File: config.mk
export PLATFORM = sky130hd
export DESIGN_NAME = adcc_ctrl
export DESIGN_NICKNAME = d
export VERILOG_FILES = /design/src/core/adcc_ctrl.v
export VERILOG_INCLUDE_DIRS = /design/src /design/src/core
export SDC_FILE = /design/constraint.sdc
export NUM_CORES = 2
export LEC_CHECK = 0
export BUFFER_PORTS_ARGS = -buffer_cell sky130_fd_sc_hd__buf_2
export CAP_MARGIN = 40
export CORE_MARGIN = 5
export CORE_UTILIZATION = 35
export DETAILED_ROUTE_END_ITERATION = 10
export GPL_TIMING_DRIVEN = 0
export PLACE_DENSITY = 0.49
export SYNTH_ARGS = -nofsm -noshare
export SYNTH_HDL_FRONTEND = slang
export SYNTH_SLANG_ARGS = --single-unit
File: constraint.sdc
create_clock -name clk -period 14.7 [get_ports clk]
set_input_delay 2.94 -clock clk [delete_from_list [all_inputs] [get_ports clk]]
set_output_delay 2.94 -clock clk [all_outputs]
set_load 0.1 [all_outputs]
File: src/core/adcc_map.vh
// Register map, field positions and constants of the correction controls
`ifndef ADCC_MAP_VH
`define ADCC_MAP_VH

// Register indices; byte address is four times the index
`define ADCC_IDX_CORE_RESET 10'h000
`define ADCC_IDX_OFFSET_CTRL 10'h068
`define ADCC_IDX_ZONE_SELECT 10'h0A2
`define ADCC_IDX_STATUS 10'h0A3
`define ADCC_IDX_GAIN_A 10'h0A6
`define ADCC_IDX_GAIN_B 10'h1A6

// Writable bit masks; all other bits read as zero
`define ADCC_MASK_CORE_RESET 8'h01
`define ADCC_MASK_OFFSET_CTRL 8'hA7
`define ADCC_MASK_ZONE_SELECT 8'h0F
`define ADCC_MASK_GAIN 8'h0F

// Reset values
`define ADCC_RST_REG 8'h00

// Field positions
`define ADCC_BIT_CORE_RESET 0
`define ADCC_BIT_HOLD_HI 7
`define ADCC_BIT_HOLD_MID 5
`define ADCC_BIT_HOLD_LO 1
`define ADCC_BIT_BYPASS 2
`define ADCC_BIT_ZONE_EN 3

// Offset hold codes
`define ADCC_HOLD_RUN 3'h3
`define ADCC_HOLD_FREEZE 3'h7

// Zone codes
`define ADCC_ZONE_FIRST 3'h0
`define ADCC_ZONE_SECOND 3'h1
`define ADCC_ZONE_THIRD 3'h2
`define ADCC_ZONE_FOURTH 3'h3

// Gain: highest legal code, fraction bits of the coefficient
`define ADCC_GAIN_MAX 4'hB
`define ADCC_GAIN_FRAC 12

// Offset estimator: leak shift and number of interleave phases
`define ADCC_EST_SHIFT 6
`define ADCC_EST_PHASES 8

`endif

File: src/core/adcc_ctrl.v
// Correction control registers with offset corrector and digital gain stage
//
// The implementer's own choice: the Wishbone register port.
`timescale 1ns/1ps
`default_nettype none
`include "adcc_map.vh"

// Behaviour
// - Offset hold code is bits 7, 5 and 1 read together as one code.
// - Hold code 111 freezes estimation, last correction keeps being applied.
// - Four-bit gain code scales samples ahead of the down-converters, to 11 dB.
// - Gain register exists separately for channel A and channel B.
// - Core reset bit 0 resets whole digital core; host pulses 0, 1, 0.
// - Zone settings take effect only when the core reset bit is pulsed.
// - Zone register bit 3 enables explicit zone specification.
// - Zone 000 first band, 001 second band, 010 third band.
// - Zone 011 selects the fourth band.
module adcc_ctrl (
    // Clock and reset
    input wire clk,
    input wire rst,
    // Wishbone slave
    input wire wb_cyc_i,
    input wire wb_stb_i,
    input wire wb_we_i,
    input wire [11:0] wb_adr_i,
    input wire [3:0] wb_sel_i,
    input wire [31:0] wb_dat_i,
    output reg [31:0] wb_dat_o,
    output reg wb_ack_o,
    // Converter samples, same clock
    input wire sample_valid,
    input wire [13:0] sample_a,
    input wire [13:0] sample_b,
    // Samples to the down-converters
    output reg down_converter_valid,
    output reg [13:0] down_converter_a,
    output reg [13:0] down_converter_b,
    // Analog correction loop and core status
    output reg zone_select_enable,
    output reg [2:0] zone_active,
    output reg [3:0] zone_band_onehot,
    output wire core_logic_reset_pulse
);

    // Register storage
    reg [7:0] core_reset_control;
    reg [7:0] offset_corrector_control;
    reg [7:0] band_zone_select;
    reg [7:0] pre_downconvert_gain_a;
    reg [7:0] pre_downconvert_gain_b;
    reg reset_bit_q;

    // Offset estimator state
    reg [19:0] est_acc [0:`ADCC_EST_PHASES-1];
    reg [2:0] phase;

    // Pipeline stage one
    reg s1_valid;
    reg [13:0] s1_a;
    reg [13:0] s1_b;

    wire [9:0] reg_idx;
    wire wr_en;
    wire core_rst;
    wire [2:0] hold_code;
    wire freeze;
    wire bypass;
    reg [7:0] read_mux;

    // Saturate a wide signed value into the 14-bit sample range
    function [13:0] sat14;
        input [19:0] v;
        begin
            if (!v[19] && (v[18:13] != 6'h00)) begin
                sat14 = 14'h1FFF;
            end else if (v[19] && (v[18:13] != 6'h3F)) begin
                sat14 = 14'h2000;
            end else begin
                sat14 = v[13:0];
            end
        end
    endfunction

    // Gain code to linear coefficient, fraction bits per map
    function [14:0] gain_coef;
        input [3:0] code;
        begin
            case (code)
                4'h0: gain_coef = 15'h1000;
                4'h1: gain_coef = 15'h11F4;
                4'h2: gain_coef = 15'h1425;
                4'h3: gain_coef = 15'h169A;
                4'h4: gain_coef = 15'h195C;
                4'h5: gain_coef = 15'h1C74;
                4'h6: gain_coef = 15'h1FED;
                4'h7: gain_coef = 15'h23D2;
                4'h8: gain_coef = 15'h2831;
                4'h9: gain_coef = 15'h2D18;
                4'hA: gain_coef = 15'h3299;
                4'hB: gain_coef = 15'h38C5;
                // Unused codes fall back to unity rather than garbage
                default: gain_coef = 15'h1000;
            endcase
        end
    endfunction

    // Zone code to one-hot band for the correction loop
    function [3:0] zone_band;
        input [2:0] code;
        begin
            case (code)
                `ADCC_ZONE_FIRST: zone_band = 4'h1;
                `ADCC_ZONE_SECOND: zone_band = 4'h2;
                `ADCC_ZONE_THIRD: zone_band = 4'h4;
                `ADCC_ZONE_FOURTH: zone_band = 4'h8;
                default: zone_band = 4'h0;
            endcase
        end
    endfunction

    // Bus decode; a write lands at the edge where ack is seen high
    assign reg_idx = wb_adr_i[11:2];
    assign wr_en = wb_cyc_i & wb_stb_i & wb_we_i & wb_ack_o & wb_sel_i[0];

    // Core reset held for as long as the bit stays set
    assign core_rst = rst | core_reset_control[`ADCC_BIT_CORE_RESET];
    assign core_logic_reset_pulse = core_reset_control[`ADCC_BIT_CORE_RESET];

    // Hold code from three scattered bits
    assign hold_code = {offset_corrector_control[`ADCC_BIT_HOLD_HI],
                        offset_corrector_control[`ADCC_BIT_HOLD_MID],
                        offset_corrector_control[`ADCC_BIT_HOLD_LO]};
    assign freeze = (hold_code == `ADCC_HOLD_FREEZE);
    assign bypass = offset_corrector_control[`ADCC_BIT_BYPASS];

    // Register writes; reserved bits are masked so they read as zero
    always @(posedge clk) begin
        if (rst) begin
            core_reset_control <= `ADCC_RST_REG;
            offset_corrector_control <= `ADCC_RST_REG;
            band_zone_select <= `ADCC_RST_REG;
            pre_downconvert_gain_a <= `ADCC_RST_REG;
            pre_downconvert_gain_b <= `ADCC_RST_REG;
        end else if (wr_en) begin
            case (reg_idx)
                `ADCC_IDX_CORE_RESET:
                    core_reset_control <=
                        wb_dat_i[7:0] & `ADCC_MASK_CORE_RESET;
                `ADCC_IDX_OFFSET_CTRL:
                    offset_corrector_control <=
                        wb_dat_i[7:0] & `ADCC_MASK_OFFSET_CTRL;
                `ADCC_IDX_ZONE_SELECT:
                    band_zone_select <=
                        wb_dat_i[7:0] & `ADCC_MASK_ZONE_SELECT;
                `ADCC_IDX_GAIN_A:
                    pre_downconvert_gain_a <=
                        wb_dat_i[7:0] & `ADCC_MASK_GAIN;
                `ADCC_IDX_GAIN_B:
                    pre_downconvert_gain_b <=
                        wb_dat_i[7:0] & `ADCC_MASK_GAIN;
                default: ;
            endcase
        end
    end

    // Read multiplexer; unmapped indices answer zero
    always @* begin
        case (reg_idx)
            `ADCC_IDX_CORE_RESET: read_mux = core_reset_control;
            `ADCC_IDX_OFFSET_CTRL: read_mux = offset_corrector_control;
            `ADCC_IDX_ZONE_SELECT: read_mux = band_zone_select;
            `ADCC_IDX_STATUS:
                read_mux = {3'h0, freeze, zone_select_enable, zone_active};
            `ADCC_IDX_GAIN_A: read_mux = pre_downconvert_gain_a;
            `ADCC_IDX_GAIN_B: read_mux = pre_downconvert_gain_b;
            default: read_mux = 8'h00;
        endcase
    end

    // Ack one cycle after the request, dropped the cycle after
    always @(posedge clk) begin
        if (rst) begin
            wb_ack_o <= 1'b0;
            wb_dat_o <= 32'h00000000;
        end else begin
            wb_ack_o <= wb_cyc_i & wb_stb_i & ~wb_ack_o;
            if (wb_cyc_i & wb_stb_i & ~wb_ack_o) begin
                wb_dat_o <= {24'h000000, read_mux};
            end
        end
    end

    // Zone settings latch on the falling edge of the reset bit only,
    // so writes to the zone field alone never disturb the loop
    always @(posedge clk) begin
        if (rst) begin
            reset_bit_q <= 1'b0;
            zone_select_enable <= 1'b0;
            zone_active <= `ADCC_ZONE_FIRST;
            zone_band_onehot <= 4'h0;
        end else begin
            reset_bit_q <= core_reset_control[`ADCC_BIT_CORE_RESET];
            if (reset_bit_q &&
                !core_reset_control[`ADCC_BIT_CORE_RESET]) begin
                zone_select_enable <=
                    band_zone_select[`ADCC_BIT_ZONE_EN];
                zone_active <= band_zone_select[2:0];
                if (band_zone_select[`ADCC_BIT_ZONE_EN]) begin
                    zone_band_onehot <=
                        zone_band(band_zone_select[2:0]);
                end else begin
                    zone_band_onehot <= 4'h0;
                end
            end
        end
    end

    // Interleave phase counter; spurs at fs/8 multiples come from
    // eight sub-converter offsets, one estimator per phase
    always @(posedge clk) begin
        if (core_rst) begin
            phase <= 3'h0;
        end else if (sample_valid) begin
            phase <= phase + 3'h1;
        end
    end

    // Leaky per-phase offset estimate; frozen estimates keep applying
    genvar gi;
    generate
        for (gi = 0; gi < `ADCC_EST_PHASES; gi = gi + 1) begin : g_est
            wire [19:0] est_now;
            assign est_now = {{`ADCC_EST_SHIFT{est_acc[gi][19]}},
                              est_acc[gi][19:`ADCC_EST_SHIFT]};
            always @(posedge clk) begin
                if (core_rst) begin
                    est_acc[gi] <= 20'h00000;
                end else if (sample_valid && (phase == gi) &&
                             !freeze && !bypass) begin
                    est_acc[gi] <= est_acc[gi]
                        + {{6{sample_b[13]}}, sample_b} - est_now;
                end
            end
        end
    endgenerate

    // Offset correction on channel B, stage one
    wire [19:0] est_sel;
    wire [19:0] corr_b;
    assign est_sel = {{`ADCC_EST_SHIFT{est_acc[phase][19]}},
                      est_acc[phase][19:`ADCC_EST_SHIFT]};
    assign corr_b = {{6{sample_b[13]}}, sample_b} - est_sel;

    always @(posedge clk) begin
        if (core_rst) begin
            s1_valid <= 1'b0;
            s1_a <= 14'h0000;
            s1_b <= 14'h0000;
        end else begin
            s1_valid <= sample_valid;
            if (sample_valid) begin
                s1_a <= sample_a;
                if (bypass) begin
                    s1_b <= sample_b;
                end else begin
                    s1_b <= sat14(corr_b);
                end
            end
        end
    end

    // Gain products; full width kept so saturation sees true overflow
    wire signed [29:0] prod_a;
    wire signed [29:0] prod_b;
    assign prod_a = $signed(s1_a)
        * $signed({1'b0, gain_coef(pre_downconvert_gain_a[3:0])});
    assign prod_b = $signed(s1_b)
        * $signed({1'b0, gain_coef(pre_downconvert_gain_b[3:0])});

    // Stage two, scaled and saturated samples to the down-converters
    always @(posedge clk) begin
        if (core_rst) begin
            down_converter_valid <= 1'b0;
            down_converter_a <= 14'h0000;
            down_converter_b <= 14'h0000;
        end else begin
            down_converter_valid <= s1_valid;
            if (s1_valid) begin
                down_converter_a <= sat14({{2{prod_a[29]}},
                    prod_a[29:`ADCC_GAIN_FRAC]});
                down_converter_b <= sat14({{2{prod_b[29]}},
                    prod_b[29:`ADCC_GAIN_FRAC]});
            end
        end
    end

endmodule
`default_nettype wire

==> run summary <==
clk buf depth - 3
area leader, netlist - fa_1
setup TNS - 0 ns
mapped cell area - 37300 um2
setup repair bufs after CTS - 0
root buf cell - clkbuf_16
Multi-input gate area - 26100 um2
sw frac - 0.407
P_sw - 1.48 mW
CTS tree - done
first-pass GRT wire length - 166000 um
sequential share of power - 0.271
Overall Power - 3.64 mW
Final HPWL DP - 87500 um
GRT overflow - 0
H-tree Lvls - 2
Clock Pin Slew Worst Setup and Hold Paths - 0.06 ns
R2R Setup Slk - 7.47 ns
Comb power frac - 0.456
Rows - 119
layout cell share with drive strength beyond 1 - 0.0751
vias in the first global route - 28451
PwrDens - 87.7 nW/um2
Startpoint Class - register
vias - 27826
# IOs - 153
count of final setup violators - 0
Post-synth ARST share - 0
Starting Density - 0.353
leakage - 20.3 nW
DRT Wirelength - 106000 um
crit end category - register
Detailed Routing Iterations Pass 1 - 5
PortBufs - 94
internal power - 2.16 mW
initial antenna violation count - 3
Avg Cell Area, Syn - 9.06 um2
Worst Path Class, Setup - register to register
Crit Path Max Fanout - 10
PostCTS Resize Cnt - 0
Primary FF master, synth - edfxtp_1
Post-synth EDFFs - 160
Iteration-0 DRC Markers - 1563
shortest period the worst path allows - 7.23 ns
Yosys top cell area share - 0.233
Slew HR - 0.366
CP required - 15.20 ns
CP arrival - 7.73 ns
Die W - 337 um
Reg area - 7350 um2
Hold Fails Final Rpt - 0
die footprint - 113000 um2
post-route DRC violation count - 0
worst min-delay path class - register to register
Yosys reg bits - 287
pin slew with the least headroom to its limit - 0.951 ns
RSZ-0062 raised after global routing - false
outcome - completed
Final Slew Violations - 0
cts bufs inserted - 40
DR WL/cell - 18.5 um
sequential area share after synthesis - 0.197
fin nets - 5241
Clk pwr share - 0.273
GR Util All Layers - 0.189
core area - 106000 um2
YS warnings - 0
ANT nets after route - 0
number of fillers in the final layout - 10840
placer congestion estimate - 0.879
Syn-to-layout area delta - 11.2%
Max-cap violations - 0
Via density - 4.85
die height - 337 um
final period utilization - 0.492
final clock skew - 0.0427 ns
Achievable Freq - 138 MHz
Gate Count Post-Synth - 4119
post-synth cell types - 98
worst-skew pair later-pin latency - 0.60 ns
worst vdd ir - 0.0893 mV
most area-consuming cells after synthesis - fa_1 (23%), ha_1 (14%), edfxtp_1 (13%)
Sink Count - 287
pin count of the biggest net entering global routing - 31
CTS Hold Bufs - 0
==> cell type report <==
type | instances | share of cell area
inverters | 868 | 0.0786
plain buffers | 146 | 0.0165
flip-flops and latches | 287 | 0.177
repair buffers | 123 | 0.0238
diodes | 5 | 0.000302
well taps | 1391 | 0.0419
clock inverters | 14 | 0.00323
clock buffers | 60 | 0.0288
multi-input cells | 2842 | 0.630
==> cell usage after synthesis (all sizes together), types with 60 or more instances <==
cell type  number
nand3          60
xnor2          88
nor3           97
clkbuf        103
ha            416
and2          230
nor2          270
edfxtp        160
o21ai         145
fa            435
a21oi         144
nand2         293
dfxtp         127
inv           868
==> per-stage QoR <==
step / setup slack [ns] / instances / utilization / hold WS (ns) / instance area (um2)
finish: 7.47 / 5736 / 0.393 / 0.474 / 41500
global placement: 6.01 / 5628 / 0.375 / 0.452 / 39600
global route: 7.11 / 5731 / 0.393 / 0.505 / 41500
detailed placement: 7.37 / 5657 / 0.380 / 0.467 / 40200
floorplan: 7.64 / 4143 / - / 0.451 / 37400
CTS: 7.45 / 5731 / 0.393 / 0.473 / 41500
==> logic make-up after synthesis <==
logic type	after synthesis	share of synthesized area
muxes	82	0.0315
other	1	0.000101
adders and majority gates	851	0.373
DFF	287	0.197
and+or+nand+nor	1163	0.155
AOI/OAI and AO/OA	575	0.103
xor gates and xnor gates	146	0.0347
buffers and inverters	1014	0.106
==> critical path, stage by stage, from the launching register on <==
cell and delay [ns]:
dfxtp_1 0.45, clkbuf_1 0.57, nand2_1 0.18, fa_1 0.48, fa_1 0.54, inv_1 0.07, fa_1 0.55, fa_1 0.42
fa_1 0.54, fa_1 0.44, ha_1 0.35, a21o_1 0.22, a31oi_1 0.26, o211ai_1 0.19, a21o_1 0.28, o21ai_4 0.23
a31oi_4 0.17, o21a_1 0.23, nor3_2 0.42, buf_4 0.25, o21ai_1 0.10, a31oi_1 0.21
==> power groups by stage <==
stage          registers, mW  logic (mW)  clock network (mW)
2_1_floorplan           1.02        1.23                   0
5_1_grt                0.994        1.88                1.06
6_report               0.987        1.66               0.993
4_1_cts                0.989        1.67                1.02
3_5_place_dp            1.01        1.65                   0
3_3_place_gp            1.01        1.63                   0
==> final timing paths <==
path                             startpoint                   to  depth (start not counted)
worst max-delay path               register  down_converter_a[4]                         21
worst min-delay path            wb_dat_o[7]          wb_dat_o[7]                          2
worst max register to register     register  down_converter_a[4]                         21
worst min register to register  wb_dat_o[7]          wb_dat_o[7]                          2
==> layer usage <==
metal,GRT usage,vias up,routed length (um)
met5,0,-,13
met4,0.0364,2,1950
met3,0.0339,92,5620
met2,0.323,505,50300
met1,0.253,13564,48200
li1,-,13663,-
==> placed cells by master, fill, tap and decap left out, types with 99 or more instances in the layout <==
| master | instances |
|---|---|
| buf_2 | 99 |
| dfxtp_1 | 127 |
| nand2_1 | 292 |
| fa_1 | 435 |
| inv_1 | 864 |
| and2_1 | 230 |
| edfxtp_1 | 160 |
| clkbuf_1 | 111 |
| nor2_1 | 268 |
| ha_1 | 416 |
| a21oi_1 | 132 |
No activity file was read; power rests on OpenSTA's default activity.
